[src/inc/rsw_pkg.sv]
// Purpose: Shared constants and types for the remote scanner word receiver
// Assumes: 50 MHz system clock
// Notes:   Word layout is start, 19 data bits, parity, two stop bits
package rsw_pkg;
  // Clock
  localparam int CLK_HZ         = 50000000;
  localparam int CLK_NS         = 20;
  // Times as printed, in nanoseconds except the alarm in milliseconds
  localparam int FIB_MAX_NS     = 1380;
  localparam int SEL_DELAY_NS   = 1300;
  localparam int PHASE_NS       = 20000;
  localparam int ALARM_MS       = 2000;
  // Cycle counts derived from the times
  localparam int FIB_MAX_CYC    = FIB_MAX_NS / CLK_NS;
  localparam int SEL_DELAY_CYC  = SEL_DELAY_NS / CLK_NS;
  localparam int PHASE_CYC      = (PHASE_NS + CLK_NS - 1) / CLK_NS;
  localparam int ALARM_CYC      = ALARM_MS * (CLK_HZ / 1000);
  // Word layout
  localparam int WORD_BITS      = 19;
  localparam int SHIFT_BITS     = 21;
  localparam int ADDR_LO        = 13;
  localparam int ADDR_HI        = 15;
  localparam int TERM_LO        = 16;
  localparam int TERM_HI        = 17;
  localparam int DATA_HI        = 12;
  localparam int BIT_SCE        = 10;
  localparam int BIT_COF        = 9;
  localparam int BIT_ERR        = 7;
  localparam int RDY_LO         = 16;
  localparam int CONV_LO        = 6;
  // Module address codes
  localparam logic [2:0] ADR_MO_SHORT = 3'h0;
  localparam logic [2:0] ADR_MO_LONG  = 3'h1;
  localparam logic [2:0] ADR_AO       = 3'h2;
  localparam logic [2:0] ADR_TO       = 3'h3;
  localparam logic [2:0] ADR_DI       = 3'h4;
  localparam logic [2:0] ADR_PBI      = 3'h5;
  localparam logic [2:0] ADR_ADI      = 3'h6;
  localparam logic [2:0] ADR_PBO      = 3'h7;
  // Register file
  localparam logic [3:0] REG_CTRL   = 4'h0;
  localparam logic [3:0] REG_STATUS = 4'h4;
  localparam logic [3:0] REG_WORD   = 4'h8;
  localparam logic [3:0] REG_RESP   = 4'hC;
  localparam int CTRL_ONLINE  = 0;
  localparam int CTRL_MANUAL  = 1;
  localparam int CTRL_ALARM   = 2;
  localparam logic [31:0] CTRL_RESET = 32'h00000001;
  // Module status carrier
  typedef struct packed {
    logic        multiOutputReady;
    logic        deviceReady;
    logic        timedOutputReady;
    logic        scannerErrorOut;
    logic        converterOverflowOut;
    logic [11:0] converterData;
    logic [11:0] bufferData;
  } rsw_status_t;
  // Receive sequencer states
  typedef enum logic [2:0] {
    ST_IDLE  = 3'b000,
    ST_SHIFT = 3'b001,
    ST_CWH   = 3'b010,
    ST_WAIT  = 3'b011,
    ST_PHA   = 3'b100,
    ST_PHB   = 3'b101
  } rsw_state_t;
endpackage

[src/verilog/rsw_receiver.sv]
// Purpose: Receive a serial control word, check it, dispatch it to a module
// Assumes: Oscillator tick and bit clock are system-clock-domain strobes
// Notes:   Bit clock samples line bits in the middle of each cell
//
// Our own choices: the register addresses and the plain strobed port.
`timescale 1ns/1ps
module rsw_receiver #(
  parameter int BIT_CYC   = 5208,
  parameter int ALARM_LEN = rsw_pkg::ALARM_CYC,
  parameter logic [1:0] TERM_ADDR = 2'h0
) (
  // Clock and reset
  input  wire logic                 clk_sys,
  input  wire logic                 resetn,
  // Line side
  input  wire logic                 lineIn,
  input  wire logic                 dataSetReadyIn,
  input  wire logic                 carrierOnIn,
  input  wire logic                 oscillatorTick,
  // Module side
  input  wire rsw_pkg::rsw_status_t moduleStatus,
  input  wire logic                 conversionComplete,
  input  wire logic                 scannerConverting,
  input  wire logic [12:0]          panelData,
  output logic [2:0]                moduleAddressBuffer,
  output logic [12:0]               moduleDataOut,
  output logic                      phaseAPulse,
  output logic                      phaseBPulse,
  output logic                      simOutCmd,
  output logic                      simInCmd,
  output logic                      stallAlarm,
  output logic                      errorFlag,
  // Register port
  input  wire logic [3:0]           regAddr,
  input  wire logic [31:0]          regWdata,
  input  wire logic                 regWr,
  input  wire logic                 regRd,
  output logic [31:0]               regRdata
);
  ////////////////////////////////////////////////////////////////////////////
  // Declarations
  localparam int SHIFT_BITS_W = rsw_pkg::SHIFT_BITS;   // Data, parity and first stop
  localparam int PH_CYC       = rsw_pkg::PHASE_CYC;    // Cycles in each phase pulse
  rsw_pkg::rsw_state_t state_r;            // Sequencer state
  logic [2:0]  lineSync_r;                 // Line synchroniser
  logic [2:0]  dsrSync_r;                  // DSR synchroniser
  logic [2:0]  cdSync_r;                   // Carrier synchroniser
  logic        lineLvl_r;                  // Filtered line level
  logic        dsrLvl_r;                   // Filtered DSR
  logic        cdLvl_r;                    // Filtered carrier
  logic        firstBitFlag_r;             // Start seen
  logic        wordEnable_r;               // Receiving a word
  logic        controlWordHere_r;          // Word complete
  logic        terminalSelected_r;         // Terminal address matched
  logic        parityFlop_r;               // Running parity
  logic [SHIFT_BITS_W-1:0] shift_r;        // Receive register
  logic [4:0]  bitCount_r;                 // Bits still to shift
  logic [15:0] baud_r;                     // Cell timer
  logic [15:0] phase_r;                    // Phase pulse timer
  logic [6:0]  selDly_r;                   // Select delay timer
  logic [31:0] alarm_r;                    // Stall alarm timer
  logic [31:0] ctrl_r;                     // Control register
  logic        bitClock;                   // Sample strobe
  logic        loadAddressBuffer;          // Address load moment
  logic        selectedModuleReady;        // Addressed module ready
  logic        phaseAEnable;               // Phase A start term
  logic        online;
  logic        manual;
  logic        alarmSet;
  logic [18:0] response;                   // Response word image

  assign online = ctrl_r[rsw_pkg::CTRL_ONLINE];
  assign manual = ctrl_r[rsw_pkg::CTRL_MANUAL];

  ////////////////////////////////////////////////////////////////////////////
  // Input synchronisers: a change counts when stages two and three agree
  always_ff @(posedge clk_sys or negedge resetn)
  begin
    if (!resetn)
    begin
      lineSync_r <= 3'h7;
      dsrSync_r  <= 3'h0;
      cdSync_r   <= 3'h0;
      lineLvl_r  <= 1'b1;
      dsrLvl_r   <= 1'b0;
      cdLvl_r    <= 1'b0;
    end
    else
    begin
      lineSync_r <= {lineSync_r[1:0], lineIn};
      dsrSync_r  <= {dsrSync_r[1:0], dataSetReadyIn};
      cdSync_r   <= {cdSync_r[1:0], carrierOnIn};
      if (lineSync_r[1] == lineSync_r[2])
        lineLvl_r <= lineSync_r[2];
      if (dsrSync_r[1] == dsrSync_r[2])
        dsrLvl_r <= dsrSync_r[2];
      if (cdSync_r[1] == cdSync_r[2])
        cdLvl_r <= cdSync_r[2];
    end
  end

  ////////////////////////////////////////////////////////////////////////////
  // Bit clock: runs only while word enable holds, half cell offset
  // word enable gates clock
  assign bitClock = wordEnable_r && (baud_r == 16'(BIT_CYC - 1));

  always_ff @(posedge clk_sys or negedge resetn)
  begin
    if (!resetn)
      baud_r <= 16'h0000;
    else if (!wordEnable_r)
      baud_r <= 16'(BIT_CYC / 2);   // First sample lands mid start bit
    else if (bitClock)
      baud_r <= 16'h0000;
    else
      baud_r <= baud_r + 16'h0001;
  end

  ////////////////////////////////////////////////////////////////////////////
  // Derived terms
  assign loadAddressBuffer = (state_r == rsw_pkg::ST_CWH) && (selDly_r == 7'(rsw_pkg::SEL_DELAY_CYC));
  always_comb
  begin
    case (moduleAddressBuffer)
      rsw_pkg::ADR_MO_SHORT, rsw_pkg::ADR_MO_LONG: selectedModuleReady = moduleStatus.multiOutputReady;
      rsw_pkg::ADR_TO:                              selectedModuleReady = moduleStatus.timedOutputReady;
      default:                                      selectedModuleReady = moduleStatus.deviceReady;
    endcase
  end
  // OR path when idle, AND path when converting
  assign phaseAEnable = !scannerConverting || (conversionComplete && terminalSelected_r);

  ////////////////////////////////////////////////////////////////////////////
  // Receive sequencer
  always_ff @(posedge clk_sys or negedge resetn)
  begin
    if (!resetn)
    begin
      state_r            <= rsw_pkg::ST_IDLE;
      firstBitFlag_r     <= 1'b0;
      wordEnable_r       <= 1'b0;
      controlWordHere_r  <= 1'b0;
      terminalSelected_r <= 1'b0;
      bitCount_r         <= 5'h00;
      selDly_r           <= 7'h00;
      phase_r            <= 16'h0000;
    end
    else
    begin
      firstBitFlag_r <= 1'b0;
      case (state_r)
        rsw_pkg::ST_IDLE:
        begin
          // set on tick with DSR and carrier
          if (!lineLvl_r && oscillatorTick && dsrLvl_r && cdLvl_r)
          begin
            firstBitFlag_r <= 1'b1;
            wordEnable_r   <= 1'b1;
            bitCount_r     <= 5'(SHIFT_BITS_W + 1);
            state_r        <= rsw_pkg::ST_SHIFT;
          end
        end
        rsw_pkg::ST_SHIFT:
        begin
          if (!cdLvl_r)
          begin
            wordEnable_r <= 1'b0;       // Carrier lost, word dropped
            state_r      <= rsw_pkg::ST_IDLE;
          end
          else if (bitClock && bitCount_r == 5'h01)
          begin
            wordEnable_r <= 1'b0;
            if (online)
            begin
              controlWordHere_r <= 1'b1;
              selDly_r          <= 7'h00;
              state_r           <= rsw_pkg::ST_CWH;
            end
            else
              state_r <= rsw_pkg::ST_IDLE;
          end
          else if (bitClock)
            bitCount_r <= bitCount_r - 5'h01;
        end
        rsw_pkg::ST_CWH:
        begin
          selDly_r <= selDly_r + 7'h01;
          if (loadAddressBuffer)
          begin
            if (shift_r[rsw_pkg::TERM_HI:rsw_pkg::TERM_LO] == TERM_ADDR)
            begin
              terminalSelected_r <= 1'b1;
              state_r            <= rsw_pkg::ST_WAIT;
            end
            else
            begin
              controlWordHere_r <= 1'b0;
              state_r           <= rsw_pkg::ST_IDLE;
            end
          end
        end
        rsw_pkg::ST_WAIT:
        begin
          if (selectedModuleReady && phaseAEnable)
          begin
            controlWordHere_r <= 1'b0;
            phase_r           <= 16'h0000;
            state_r           <= rsw_pkg::ST_PHA;
          end
        end
        rsw_pkg::ST_PHA:
        begin
          phase_r <= phase_r + 16'h0001;
          if (phase_r == 16'(PH_CYC - 1))
          begin
            phase_r <= 16'h0000;
            state_r <= rsw_pkg::ST_PHB;
          end
        end
        rsw_pkg::ST_PHB:
        begin
          phase_r <= phase_r + 16'h0001;
          if (phase_r == 16'(PH_CYC - 1))
          begin
            terminalSelected_r <= 1'b0;
            state_r            <= rsw_pkg::ST_IDLE;
          end
        end
        default:
          state_r <= rsw_pkg::ST_IDLE;
      endcase
    end
  end

  ////////////////////////////////////////////////////////////////////////////
  // Receive register: LSB first, start bit sample is not shifted in
  always_ff @(posedge clk_sys or negedge resetn)
  begin
    if (!resetn)
      shift_r <= '0;
    else if (bitClock && bitCount_r != 5'(SHIFT_BITS_W + 1))
      shift_r <= {lineLvl_r, shift_r[SHIFT_BITS_W-1:1]};
  end

  ////////////////////////////////////////////////////////////////////////////
  // Parity and error flops
  always_ff @(posedge clk_sys or negedge resetn)
  begin
    if (!resetn)
    begin
      parityFlop_r <= 1'b0;
      errorFlag    <= 1'b0;
    end
    else
    begin
      // clear on first bit, toggle on ones
      if (firstBitFlag_r)
        parityFlop_r <= 1'b0;
      else if (bitClock && lineLvl_r && bitCount_r != 5'(SHIFT_BITS_W + 1))
        parityFlop_r <= ~parityFlop_r;
      // even ones flagged at address load
      if ((state_r == rsw_pkg::ST_SHIFT && !cdLvl_r) || (loadAddressBuffer && parityFlop_r))
        errorFlag <= 1'b1;
      else if (firstBitFlag_r)
        errorFlag <= 1'b0;
    end
  end

  ////////////////////////////////////////////////////////////////////////////
  // Address buffer and module outputs
  always_ff @(posedge clk_sys or negedge resetn)
  begin
    if (!resetn)
    begin
      moduleAddressBuffer <= 3'h0;
      moduleDataOut       <= 13'h1FFF;
    end
    else
    begin
      if (state_r == rsw_pkg::ST_CWH && !loadAddressBuffer)
        moduleAddressBuffer <= 3'h0;
      else if (loadAddressBuffer)
        moduleAddressBuffer <= shift_r[rsw_pkg::ADDR_HI:rsw_pkg::ADDR_LO];
      moduleDataOut <= manual ? panelData : ~shift_r[rsw_pkg::DATA_HI:0];
    end
  end

  assign phaseAPulse = (state_r == rsw_pkg::ST_PHA);
  assign phaseBPulse = (state_r == rsw_pkg::ST_PHB);
  // command chosen by address and converter
  // code 6 is analog plus digital input
  always_comb
  begin
    simOutCmd = 1'b0;
    simInCmd  = 1'b0;
    if (phaseAPulse || phaseBPulse)
    begin
      case (moduleAddressBuffer)
        rsw_pkg::ADR_DI, rsw_pkg::ADR_PBI, rsw_pkg::ADR_ADI: simInCmd = 1'b1;
        default: simOutCmd = !scannerConverting || moduleAddressBuffer != rsw_pkg::ADR_AO;
      endcase
    end
  end

  ////////////////////////////////////////////////////////////////////////////
  // Response word image
  always_comb
  begin
    response = 19'h00000;
    response[rsw_pkg::RDY_LO+2:rsw_pkg::RDY_LO] = {moduleStatus.multiOutputReady, moduleStatus.deviceReady,
                                                   moduleStatus.timedOutputReady};
    if (errorFlag || moduleAddressBuffer == rsw_pkg::ADR_MO_SHORT || moduleAddressBuffer == rsw_pkg::ADR_MO_LONG ||
        moduleAddressBuffer == rsw_pkg::ADR_AO || moduleAddressBuffer == rsw_pkg::ADR_TO ||
        moduleAddressBuffer == rsw_pkg::ADR_PBO)
    begin
      response[rsw_pkg::BIT_SCE] = moduleStatus.scannerErrorOut;
      response[rsw_pkg::BIT_COF] = moduleStatus.converterOverflowOut;
      response[rsw_pkg::BIT_ERR] = errorFlag;
    end
    else if (scannerConverting)
      response[rsw_pkg::CONV_LO+11:rsw_pkg::CONV_LO] = moduleStatus.converterData;
    else
      response[11:0] = moduleStatus.bufferData;
  end

  ////////////////////////////////////////////////////////////////////////////
  // Stall alarm: retriggerable one-shot
  // alarm only after full untouched cycle
  assign alarmSet = regWr && regAddr == rsw_pkg::REG_CTRL && regWdata[rsw_pkg::CTRL_ALARM];
  always_ff @(posedge clk_sys or negedge resetn)
  begin
    if (!resetn)
    begin
      alarm_r    <= 32'h00000000;
      stallAlarm <= 1'b0;
    end
    else if (alarmSet)
    begin
      alarm_r    <= 32'h00000000;
      stallAlarm <= 1'b0;
    end
    else if (alarm_r == 32'(ALARM_LEN - 1))
      stallAlarm <= 1'b1;
    else
      alarm_r <= alarm_r + 32'h00000001;
  end

  ////////////////////////////////////////////////////////////////////////////
  // Register port
  always_ff @(posedge clk_sys or negedge resetn)
  begin
    if (!resetn)
    begin
      ctrl_r   <= rsw_pkg::CTRL_RESET;
      regRdata <= 32'h00000000;
    end
    else
    begin
      if (regWr && regAddr == rsw_pkg::REG_CTRL)
        ctrl_r <= {30'h00000000, regWdata[1:0]};
      regRdata <= 32'h00000000;
      if (regRd)
      begin
        case (regAddr)
          rsw_pkg::REG_CTRL:   regRdata <= ctrl_r;
          rsw_pkg::REG_STATUS: regRdata <= {24'h000000, stallAlarm, errorFlag, terminalSelected_r,
                                            controlWordHere_r, wordEnable_r, state_r};
          rsw_pkg::REG_WORD:   regRdata <= {11'h000, shift_r};
          rsw_pkg::REG_RESP:   regRdata <= {13'h0000, response};
          default:             regRdata <= 32'h00000000;
        endcase
      end
    end
  end

  ////////////////////////////////////////////////////////////////////////////
  // Checks
  chk_phase_b_follows: assert property (@(posedge clk_sys) disable iff (!resetn)
    $fell(phaseAPulse) |-> phaseBPulse) else $error("phase B did not follow A");
  chk_word_here_set: assert property (@(posedge clk_sys) disable iff (!resetn)
    ($fell(wordEnable_r) && cdLvl_r && online) |-> controlWordHere_r) else $error("word-here not set");
  chk_err_resp_bit: assert property (@(posedge clk_sys) disable iff (!resetn)
    errorFlag |-> response[rsw_pkg::BIT_ERR]) else $error("error bit missing");
  chk_ready_gates_pha: assert property (@(posedge clk_sys) disable iff (!resetn)
    $rose(phaseAPulse) |-> $past(selectedModuleReady)) else $error("phase A without ready");
  chk_mismatch_no_pha: assert property (@(posedge clk_sys) disable iff (!resetn)
    phaseAPulse |-> terminalSelected_r) else $error("phase A without select");
  chk_fib_word_enable: assert property (@(posedge clk_sys) disable iff (!resetn)
    firstBitFlag_r |-> wordEnable_r) else $error("word enable not set");
  chk_data_invert: assert property (@(posedge clk_sys) disable iff (!resetn)
    !manual && !$past(manual) |=> moduleDataOut == ~$past(shift_r[12:0])) else $error("data not inverted");
  chk_alarm_rearm: assert property (@(posedge clk_sys) disable iff (!resetn)
    alarmSet |=> !stallAlarm) else $error("alarm not rearmed");
endmodule

[config.mk]
export PLATFORM = sky130hd
export DESIGN_NAME = rsw_receiver
export DESIGN_NICKNAME = d
export VERILOG_FILES = /design/src/inc/rsw_pkg.sv /design/src/verilog/rsw_receiver.sv
export SDC_FILE = /design/constraint.sdc
export NUM_CORES = 1
export LEC_CHECK = 0
export ABC_CLOCK_PERIOD_IN_PS = 2220
export BUFFER_PORTS_ARGS = -buffer_cell sky130_fd_sc_hd__buf_4
export CAP_MARGIN = 20
export CORE_MARGIN = 5
export CORE_UTILIZATION = 25
export CTS_BUF_LIST = sky130_fd_sc_hd__clkbuf_8
export DETAILED_ROUTE_END_ITERATION = 7
export PLACE_DENSITY = 0.54
export SYNTH_ARGS = -nofsm -noshare
export SYNTH_HDL_FRONTEND = slang
export SYNTH_SLANG_ARGS = --single-unit
[constraint.sdc]
create_clock -name clk_sys -period 2.22 [get_ports clk_sys]
set_input_delay 0.444 -clock clk_sys [delete_from_list [all_inputs] [get_ports clk_sys]]
set_output_delay 0.444 -clock clk_sys [all_outputs]
set_load 0.02 [all_outputs]
# Word-level counts from Yosys, hierarchy flattened
# Index checks and enable logic that the tools add are counted.
[word_totals] wordCells=188 input_bits=88 register_bits=169 output_inout_bits=54
[op_classes] reduce_logical=51 addsub=5 n_bitwise=2 mux=67 eq_ne=39
[op_table] cell="$pmux W21 S4" n=1
[op_table] cell="$mux W16" n=4
[op_table] cell="$mux W32" n=2
[op_table] cell="$pmux W16 S3" n=1
[op_table] cell="$mux W7" n=5
[op_table] cell="$add A16 B1 Y16 const B" n=2
[op_table] cell="$add A32 B1 Y32 const B" n=1
[op_table] cell="$eq A32 B27 Y1 const B" n=1
[op_table] cell="$mux W3" n=9
[op_table] cell="$mux W1" n=26
[op_table] cell="$ne A2 B2 Y1 const B" n=11
[op_table] cell="$mux W21" n=1
[op_table] cell="$mux W5" n=4
[op_table] cell="$eq A3 B3 Y1 const B" n=6
[op_table] cell="$mux W6" n=3
[op_table] cell="$pmux W3 S6" n=1
[op_table] cell="$eq A16 B10 Y1 const B" n=1
[op_table] cell="$eq A16 B13 Y1 const B" n=1
[op_table] cell="$logic_and A1 B1 Y1" n=16
[op_table] cell="$pmux W7 S2" n=1
[op_table] cell="$reduce_bool A2 Y1" n=7
[op_table] cell="$mux W13" n=1
[op_table] cell="$not A13 Y13" n=1
[op_table] cell="$eq A3 B2 Y1 const B" n=4
[op_table] cell="other kinds (31)" n=54

# Longest topological paths before layout
# Gate-level depths: netlist of run 1.
[logic_depth] ltp_word=9 ltp_mapped=8 depth_no_buf=7

# Worst setup path after synthesis of run 1
# Ideal clock, no wire load.
[synth_path] path_kind="reg-to-reg" start="register baud_r[0]" end="register shift_r[10]" slack_ps=290 n_path_buf=2 arrival_ps=1805 path_stages_with_launch=8 setup_ps=125 required_time_ps=2095 synth_period_minus_slack_ps=1930 path_cell_list="dfrtp_1 -> ha_1 -> and4b_1 -> and4_1 -> buf_4 -> nand2_1 -> buf_2 -> mux2_2"
[synth_between] elab_chain_cells=3
[synth_lines] item="start, declared" line="rsw_receiver.sv:58" source="logic [15:0] baud_r;"
[synth_lines] item="start signal, assigned" line="rsw_receiver.sv:112" source="baud_r <= 16'(BIT_CYC / 2);"
[synth_lines] item="start signal, assigned" line="rsw_receiver.sv:116" source="baud_r <= baud_r + 16'h0001;"
[synth_lines] item="$eq A16 B13 Y1" line="rsw_receiver.sv:105" source="assign bitClock = wordEnable_r && (baud_r == 16'(BIT_CYC - 1));"
[synth_lines] item="$logic_and A1 B1 Y1" line="rsw_receiver.sv:105"
[synth_lines] item="$logic_and A1 B1 Y1" line="rsw_receiver.sv:241" source="else if (bitClock && bitCount_r != 5'(SHIFT_BITS_W + 1))"
[synth_lines] item="end signal, assigned" line="rsw_receiver.sv:242" source="shift_r <= {lineLvl_r, shift_r[SHIFT_BITS_W-1:1]};"
[synth_lines] item="end, declared" line="rsw_receiver.sv:56" source="logic [SHIFT_BITS_W-1:0] shift_r;"
# Every way passes these cells.
# A chain may end at the register's enable or synchronous reset.

# Worst setup path in the final report of run 1
[layout_path] start="register state_r[0]" end="output phaseBPulse"
[layout_between] elab_chain_cells=1
[layout_lines] item="start, declared" line="rsw_receiver.sv:44" source="rsw_pkg::rsw_state_t state_r;"
[layout_lines] item="start signal, assigned" line="rsw_receiver.sv:139" source="state_r <= rsw_pkg::ST_IDLE;"
[layout_lines] item="start signal, assigned" line="rsw_receiver.sv:160" source="state_r <= rsw_pkg::ST_SHIFT;"
[layout_lines] item="start signal, assigned" line="rsw_receiver.sv:168" source="state_r <= rsw_pkg::ST_IDLE;"
[layout_lines] item="$eq A3 B3 Y1" line="rsw_receiver.sv:289" source="assign phaseBPulse = (state_r == rsw_pkg::ST_PHB);"
[layout_lines] item="end, declared" line="rsw_receiver.sv:28" source="output logic phaseBPulse,"
# Every way passes these cells.

==> metrics.txt, run 1 <==
# TYPE chip_impl_metric gauge
chip_impl_metric{name="postCtsSetupRepairBufs",unit=""} 0
chip_impl_metric{name="grt_max_degree",unit=""} 48
chip_impl_info{name="synth_flop_cell",value="sky130_fd_sc_hd__dfrtp_1"} 1
chip_impl_metric{name="timing.critical_path.required",unit="ns"} 1.78
chip_impl_metric{name="period_share",unit="%"} 95.4
chip_impl_metric{name="final-seq-area",unit="sq um"} 3980
chip_impl_metric{name="routed_wire_length_per_instance",unit="um"} 14.5
chip_impl_metric{name="floorplan.die_area",unit="sq um"} 33800
chip_impl_metric{name="global_route_total_overflow",unit=""} 0
chip_impl_metric{name="timing.max_cap.violations",unit=""} 0
chip_impl_metric{name="multi_input_area",unit="sq um"} 3350
chip_impl_metric{name="worst_skew_pair_later_pin_latency",unit="ns"} 0.47
chip_impl_metric{name="total_setup_violations_reported_at_the_end_of_the_flow",unit=""} 0
chip_impl_metric{name="synth.yosys.seq_area_share",unit="%"} 52.7
chip_impl_metric{name="floorplan.io_pins",unit=""} 142
chip_impl_metric{name="chipHeight",unit="um"} 184
chip_impl_metric{name="routabilityCongestion",unit=""} 0.786
chip_impl_metric{name="detailedPlacementHpwl",unit="um"} 13400
chip_impl_metric{name="syn_area",unit="sq um"} 7550
chip_impl_metric{name="ys_warn_count",unit=""} 0
chip_impl_info{name="worst_setup_start_kind",value="flip-flop"} 1
chip_impl_info{name="synth_largest_area_cell",value="sky130_fd_sc_hd__dfrtp_1"} 1
chip_impl_metric{name="synth_edf_count",unit=""} 0
chip_impl_metric{name="floorplan.initialDensity",unit="%"} 25.4
chip_impl_metric{name="worst_hold_slack",unit="ns"} 0.0961
chip_impl_metric{name="finalHoldViolCount",unit=""} 0
chip_impl_info{name="critical_path_class",value="flip-flop to output port"} 1
chip_impl_info{name="end_kind",value="output port"} 1
chip_impl_info{name="mostFrequentLayoutCells",value="sky130_fd_sc_hd__dfrtp_1, sky130_fd_sc_hd__buf_4, sky130_fd_sc_hd__nand2_1"} 1
chip_impl_metric{name="dr.first_iter.drc_count",unit=""} 300
chip_impl_metric{name="layout.filler_cells",unit=""} 3061
chip_impl_metric{name="maxSlewViolCount",unit=""} 0
chip_impl_metric{name="num_vias",unit=""} 5934
chip_impl_info{name="synth.top_cells.by_area",value="sky130_fd_sc_hd__dfrtp_1, sky130_fd_sc_hd__dfstp_2, sky130_fd_sc_hd__nand2_1"} 1
chip_impl_metric{name="rows",unit=""} 63
chip_impl_metric{name="irDropWorstVdd",unit="V"} 0.000352
chip_impl_metric{name="finalWorstSetupSlack",unit="ns"} 0.103
chip_impl_info{name="mostFrequentLayoutCell",value="sky130_fd_sc_hd__dfrtp_1"} 1
chip_impl_metric{name="tightest_slew",unit="ns"} 0.675
chip_impl_info{name="cts_root_buffer",value="sky130_fd_sc_hd__clkbuf_8"} 1
chip_impl_metric{name="clk_transition_reported_paths",unit="ns"} 0.09
chip_impl_metric{name="finalNetCount",unit=""} 948
chip_impl_info{name="tritoncts_clock_tree",value="yes"} 1
chip_impl_metric{name="drt-pass1-iter-count",unit=""} 5
chip_impl_metric{name="grt_pass1_wl",unit="um"} 30300
chip_impl_metric{name="htreeDepth",unit=""} 4
chip_impl_metric{name="postSynthCellCount",unit=""} 735
chip_impl_metric{name="tns",unit="ns"} 0
chip_impl_metric{name="synth.lib_cells_used.distinct",unit=""} 73
chip_impl_metric{name="timing.critical_path.arrival",unit="ns"} 1.67
chip_impl_metric{name="drtAntennaViolNets",unit=""} 0
chip_impl_metric{name="clock-sinks",unit=""} 158
chip_impl_metric{name="core-area",unit="sq um"} 29700
chip_impl_metric{name="insertedDiodeCount",unit=""} 0
chip_impl_metric{name="cts.path.max_buffers",unit=""} 2
chip_impl_metric{name="worst-path-max-fanout",unit=""} 12
chip_impl_metric{name="slew-limit-headroom",unit="%"} 54.9
chip_impl_metric{name="synth_top_area_share",unit="%"} 46.4
chip_impl_metric{name="avgSynthCellArea",unit="sq um"} 10.3
chip_impl_metric{name="clock.fmax",unit="MHz"} 472
chip_impl_metric{name="drive_above_1_share",unit="%"} 25.8
chip_impl_metric{name="antenna_found_initial",unit=""} 0
chip_impl_info{name="hold_path.class",value="input port to flip-flop"} 1
chip_impl_metric{name="pre_cts_slack",unit="ns"} 0.143
chip_impl_metric{name="async_reset_ff_share",unit="%"} 100
chip_impl_info{name="grt_setup_unrepaired",value="no"} 1
chip_impl_metric{name="routed_via_density",unit=""} 4.73
chip_impl_metric{name="cts_buffers",unit=""} 17
chip_impl_metric{name="synth_seq_cells",unit=""} 158
chip_impl_metric{name="port_buffers",unit=""} 101
chip_impl_metric{name="grt_usage",unit="%"} 11.0
chip_impl_metric{name="via_count_of_the_first_global_routing_pass",unit=""} 5794
chip_impl_metric{name="route.final.wire_length",unit="um"} 18300
chip_impl_metric{name="place_inst",unit=""} 1222
chip_impl_metric{name="power_per_cell_area",unit="nW/um^2"} 859
chip_impl_info{name="run_status",value="completed"} 1
chip_impl_metric{name="post-route-min-period",unit="ns"} 2.12
chip_impl_metric{name="finalNonFillerCells",unit=""} 1255
chip_impl_metric{name="fin_worst_skew",unit="ns"} 0.0326
chip_impl_metric{name="p_leak",unit="nW"} 4.11
chip_impl_metric{name="die_w",unit="um"} 184
chip_impl_metric{name="area_growth_syn_to_layout",unit="%"} 23.1
chip_impl_metric{name="detail_route.drc_violations",unit=""} 0
## Yosys cell counts, drive strengths merged, types with 2 or more instances
master,number
o22ai,2
o21ai,41
or3b,3
maj3,3
a211oi,2
clkbuf,19
dfrtp,140
and2,9
nand2,77
mux2,24
nand2b,8
nor2,65
buf,20
nor3,15
and4,6
or3,17
a41oi,2
nand4,23
nand3,32
nor3b,2
nor4b,5
nand4b,2
or4,5
a311o,2
ha,8
o31ai,5
a222oi,7
and3,23
a31o,3
xnor2,13
inv,14
mux2i,8
and4b,2
a31oi,10
o211ai,2
nor4,7
nor2b,4
a22o,2
xor2,22
a22oi,8
dfstp,18
a221oi,2
a21oi,38
## timing repair
item	in CTS	in global routing
gates resized for setup	0	1
endpoints found under the hold margin	31	0
endpoints found under the setup margin	0	2
hold buffers	1	0
## sequential cells by signal, summed over array words and instances (netlist names), 2 cells and up
| name | cells |
|---|---|
| alarm_r | 32 |
| baud_r | 16 |
| bitCount_r | 5 |
| cdSync_r | 3 |
| ctrl_r | 2 |
| dsrSync_r | 3 |
| lineSync_r | 3 |
| moduleAddressBuffer | 3 |
| moduleDataOut | 13 |
| phase_r | 16 |
| regRdata | 21 |
| selDly_r | 7 |
| shift_r | 21 |
| state_r | 3 |
## worst max-delay path: stages (launching register included)
cell and delay (ns):
sky130_fd_sc_hd__dfrtp_1 0.35, sky130_fd_sc_hd__buf_4 0.20, sky130_fd_sc_hd__inv_1 0.08, sky130_fd_sc_hd__buf_4 0.16
sky130_fd_sc_hd__nor2_1 0.23, sky130_fd_sc_hd__buf_4 0.20
## through the flow
stage	power [W]	utilization, %	cell area [sq um]
2_1_floorplan	0.00515	-	7590
3_3_place_gp	0.00588	29.9	8870
3_5_place_dp	0.00592	29.9	8870
4_1_cts	0.00810	31.3	9290
5_1_grt	0.00853	31.3	9290
6_report	0.00798	31.3	9290
## per-layer routing
metal	GRT usage [%]	vias to the layer above	wire length, um
met5	0	-	0
met4	2.48	0	189
met3	2.57	10	906
met2	17.4	127	8280
met1	15.3	2927	8880
li1	-	2870	-
## final timing paths
check | to | cells past startpoint | slack, ns | start
worst min register to register | cdSync_r[1] | 0 | 0.35 | cdSync_r[0]
worst max-delay path | phaseBPulse | 5 | 0.10 | state_r[0]
max in group asynchronous | ctrl_r[0] | 3 | 1.10 | resetn
min in group asynchronous | shift_r[8] | 2 | 0.46 | resetn
worst max register to register | selDly_r[5] | 5 | 0.18 | state_r[1]
worst min-delay path | lineSync_r[0] | 1 | 0.1 | lineIn
## cells by family (layout without fill, tap and decap cells)
family | count (synthesis) | in the layout | share of synthesized area (%)
compound gates | 134 | 134 | 11.3
xor+xnor | 35 | 35 | 4.06
fa+ha+maj | 11 | 11 | 1.72
buf+inv | 54 | 174 | 3.41
flops | 158 | 158 | 52.7
mux | 32 | 32 | 4.64
other cells | 1 | 11 | 0.0497
simple gates | 310 | 310 | 22.2
## power breakdown
part           internal, W  switching [W]  total [W]  leakage, nW
Clock             0.000852        0.00127    0.00212        0.199
Combinational     0.000841        0.00109    0.00193         1.91
Sequential         0.00340       0.000528    0.00392         2.00
Total              0.00509        0.00289    0.00798         4.11
## area by class of cell
type	instances	share of cell area [%]
inverters	15	0.619
clock buffers	17	2.52
repair buffers	127	10.9
flip-flops and latches	158	42.8
clock inverters	15	1.86
multi-input cells	533	36.1
well taps	390	5.25
Note: power is estimated with default switching activity, not from simulation.
==> run 2: changes to the inputs <==
--- a/config.mk
+++ b/config.mk
@@ -13,6 +13,7 @@
 export CTS_BUF_LIST = sky130_fd_sc_hd__clkbuf_8
 export DETAILED_ROUTE_END_ITERATION = 7
 export PLACE_DENSITY = 0.54
+export REMOVE_ABC_BUFFERS = 1
 export SYNTH_ARGS = -nofsm -noshare
 export SYNTH_HDL_FRONTEND = slang
 export SYNTH_SLANG_ARGS = --single-unit
==> run 2 against run 1 <==
Sequential share of layout area down 0.70 points. Fmax down 0.53%. Clock power up 16%. Critical endpoint is now selDly_r[5]. Critical path type is now flip-flop to flip-flop.
==> metrics.txt, run 2 (synthesis gave the netlist of run 1 again) <==
# TYPE chip_impl_metric gauge
chip_impl_metric{name="chipHeight",unit="um"} 184
chip_impl_metric{name="cts.path.max_buffers",unit=""} 2
chip_impl_info{name="cts_root_buffer",value="sky130_fd_sc_hd__clkbuf_8"} 1
chip_impl_metric{name="worst_skew_pair_later_pin_latency",unit="ns"} 0.45
chip_impl_metric{name="crit_path_max_incr_delay",unit="ns"} 0.51
chip_impl_metric{name="drive_above_1_share",unit="%"} 27.3
chip_impl_metric{name="clock-sinks",unit=""} 158
chip_impl_metric{name="route.final.wire_length",unit="um"} 18800
chip_impl_metric{name="drt-pass1-iter-count",unit=""} 5
chip_impl_metric{name="area_growth_syn_to_layout",unit="%"} 25.1
chip_impl_info{name="mostFrequentLayoutCell",value="sky130_fd_sc_hd__dfrtp_1"} 1
chip_impl_metric{name="post-route-min-period",unit="ns"} 2.13
chip_impl_metric{name="switching_share",unit="%"} 33.7
chip_impl_metric{name="comb_power_share",unit="%"} 23.2
chip_impl_metric{name="power_per_cell_area",unit="nW/um^2"} 880
chip_impl_metric{name="cts_buffers",unit=""} 17
chip_impl_metric{name="timing.critical_path.arrival",unit="ns"} 2.47
chip_impl_metric{name="htreeDepth",unit=""} 4
chip_impl_metric{name="timing.max_cap.violations",unit=""} 0
chip_impl_info{name="max_flop_register",value="alarm_r"} 1
chip_impl_metric{name="tns",unit="ns"} 0
chip_impl_metric{name="fin_worst_skew",unit="ns"} 0.0131
chip_impl_metric{name="power_frac_clock",unit="%"} 29.5
chip_impl_metric{name="core-area",unit="sq um"} 29700
chip_impl_metric{name="grt_usage",unit="%"} 11.1
chip_impl_metric{name="global_route_total_overflow",unit=""} 0
chip_impl_metric{name="worst_hold_slack",unit="ns"} 0.0977
chip_impl_metric{name="routabilityCongestion",unit=""} 0.787
chip_impl_metric{name="grt_pass1_wl",unit="um"} 30800
chip_impl_metric{name="holdPathStages",unit=""} 1
chip_impl_metric{name="largest_register_ff_count",unit=""} 32
chip_impl_metric{name="floorplan.io_pins",unit=""} 142
chip_impl_metric{name="postCtsSetupRepairBufs",unit=""} 0
chip_impl_info{name="mostFrequentLayoutCells",value="sky130_fd_sc_hd__dfrtp_1, sky130_fd_sc_hd__buf_4, sky130_fd_sc_hd__nand2_1"} 1
chip_impl_metric{name="p_sw",unit="W"} 0.00280
chip_impl_info{name="slowest_stage_cell_crit_path",value="sky130_fd_sc_hd__nor4b_1"} 1
chip_impl_metric{name="drtAntennaViolNets",unit=""} 0
chip_impl_metric{name="finalHoldViolCount",unit=""} 0
chip_impl_info{name="timing.hold.worst_endpoint",value="lineSync_r[0]"} 1
chip_impl_info{name="hold_path.class",value="input port to flip-flop"} 1
chip_impl_metric{name="maxSlewViolCount",unit=""} 0
chip_impl_metric{name="detail_route.drc_violations",unit=""} 0
chip_impl_info{name="layout_top_registers",value="alarm_r (32), regRdata (21), shift_r (21)"} 1
chip_impl_info{name="rr_startpoint",value="baud_r[11]"} 1
chip_impl_metric{name="insertedDiodeCount",unit=""} 0
chip_impl_info{name="worst_r2r_endpoint",value="selDly_r[5]"} 1
chip_impl_info{name="run_status",value="completed"} 1
chip_impl_info{name="critPathTopFamily",value="simple AND/OR/NAND/NOR gates"} 1
chip_impl_metric{name="timing.critical_path.required",unit="ns"} 2.56
chip_impl_metric{name="worst_r2r_path_depth",unit=""} 5
chip_impl_metric{name="dr.first_iter.drc_count",unit=""} 365
chip_impl_metric{name="detailedPlacementHpwl",unit="um"} 13800
chip_impl_metric{name="antenna_found_initial",unit=""} 0
chip_impl_metric{name="clock.fmax",unit="MHz"} 470
chip_impl_metric{name="via_count_of_the_first_global_routing_pass",unit=""} 5869
chip_impl_metric{name="irDropWorstVdd",unit="V"} 0.000380
chip_impl_metric{name="grt_max_degree",unit=""} 50
chip_impl_metric{name="cell_internal_pwr",unit="W"} 0.00551
chip_impl_info{name="min_from",value="lineIn"} 1
chip_impl_metric{name="routed_via_density",unit=""} 4.70
chip_impl_metric{name="routed_wire_length_per_instance",unit="um"} 14.8
chip_impl_metric{name="finalWorstSetupSlack",unit="ns"} 0.0913
chip_impl_metric{name="p_seq_share",unit="%"} 47.3
chip_impl_info{name="critical_path_class",value="flip-flop to flip-flop"} 1
chip_impl_metric{name="port_buffers",unit=""} 101
chip_impl_metric{name="pre_cts_slack",unit="ns"} 0.102
chip_impl_metric{name="die_w",unit="um"} 184
chip_impl_metric{name="report.power.total",unit="W"} 0.00831
chip_impl_metric{name="floorplan.initialDensity",unit="%"} 25.4
chip_impl_metric{name="p_leak",unit="nW"} 4.20
chip_impl_info{name="end_kind",value="flip-flop"} 1
chip_impl_metric{name="tightest_slew",unit="ns"} 0.680
chip_impl_info{name="worst_setup_start_kind",value="flip-flop"} 1
chip_impl_metric{name="clk_transition_reported_paths",unit="ns"} 0.09
chip_impl_metric{name="total_setup_violations_reported_at_the_end_of_the_flow",unit=""} 0
chip_impl_metric{name="finalNetCount",unit=""} 962
chip_impl_info{name="crit_chain",value="nor4b_1 > and4_2 > and4_1 > a211oi_1 > a311o_1"} 1
chip_impl_metric{name="num_vias",unit=""} 5967
chip_impl_metric{name="worst-path-max-fanout",unit=""} 10
chip_impl_metric{name="rows",unit=""} 63
chip_impl_metric{name="slew-limit-headroom",unit="%"} 54.5
chip_impl_metric{name="r2r_slack",unit="ns"} 0.09
chip_impl_metric{name="floorplan.die_area",unit="sq um"} 33800
chip_impl_info{name="tritoncts_clock_tree",value="yes"} 1
chip_impl_metric{name="cp.buffers_inverters",unit=""} 0
chip_impl_metric{name="period_share",unit="%"} 95.9
run 2: changes by cell type in the layout (fill, tap and decap cells not counted):
cell and delta:
sky130_fd_sc_hd__buf_4 +15, sky130_fd_sc_hd__clkinv_4 -1, sky130_fd_sc_hd__clkinvlp_4 +1, sky130_fd_sc_hd__clkinv_8 -4, sky130_fd_sc_hd__nor2_1 -2, sky130_fd_sc_hd__nor2_2 +2, sky130_fd_sc_hd__nand2b_2 +1, sky130_fd_sc_hd__nand2b_1 -1
sky130_fd_sc_hd__bufinv_16 +4, sky130_fd_sc_hd__buf_12 -1
run 2: how the worst max path moves through the flow:
stage / start / endpoint / slack, ns / cells after the start
floorplan: baud_r[0] / shift_r[0] / 0.1 / 5
global route: baud_r[6] / selDly_r[5] / -0.05 / 5
global placement: baud_r[11] / selDly_r[5] / 0.1 / 5
CTS: state_r[2] / phaseBPulse / 0.01 / 4
finish: baud_r[11] / selDly_r[5] / 0.09 / 5
detailed placement: baud_r[11] / selDly_r[5] / 0.10 / 5
run 2: what timing repair did:
item	in CTS	in global routing
pin swaps	0	0
endpoints found under the setup margin	1	10
hold endpoints to repair	39	0
hold buffers	1	0
gates resized for setup	1	3
cloned	0	0
run 2: metal layers:
layer | share of wire [%] | global-route usage (%) | vias to the layer above
met5 | 0 | 0 | -
met4 | 1.2 | 2.90 | 0
met3 | 5.3 | 2.41 | 17
met2 | 46 | 18.1 | 140
met1 | 47 | 15.2 | 2914
li1 | - | - | 2896
run 2: power groups by stage:
stage | registers (W) | clock network [W] | logic [W]
floorplan | 0.00400 | 0 | 0.00109
global placement | 0.00397 | 0 | 0.00191
detailed placement | 0.00398 | 0 | 0.00194
CTS | 0.00393 | 0.00253 | 0.00195
global route | 0.00402 | 0.00267 | 0.00218
finish | 0.00393 | 0.00245 | 0.00192
run 2: cell type report:
class,instances,area [sq um]
Clock buffer,17,234
Multi-Input combinational cell,533,3360
Timing Repair Buffer,141,1100
Sequential cell,158,3980
Clock inverter,15,226
Tap cell,390,488
Inverter,15,57.6
Fill cell,3068,20300
run 2: per-stage QoR:
stage,std cells,util [%],cell area (sq um)
final,1269,31.8,9450
after global routing,1269,31.8,9450
after CTS,1269,31.8,9440
after detailed placement,1236,30.2,8970
after global placement,1236,30.2,8970
after floorplan,706,-,7390
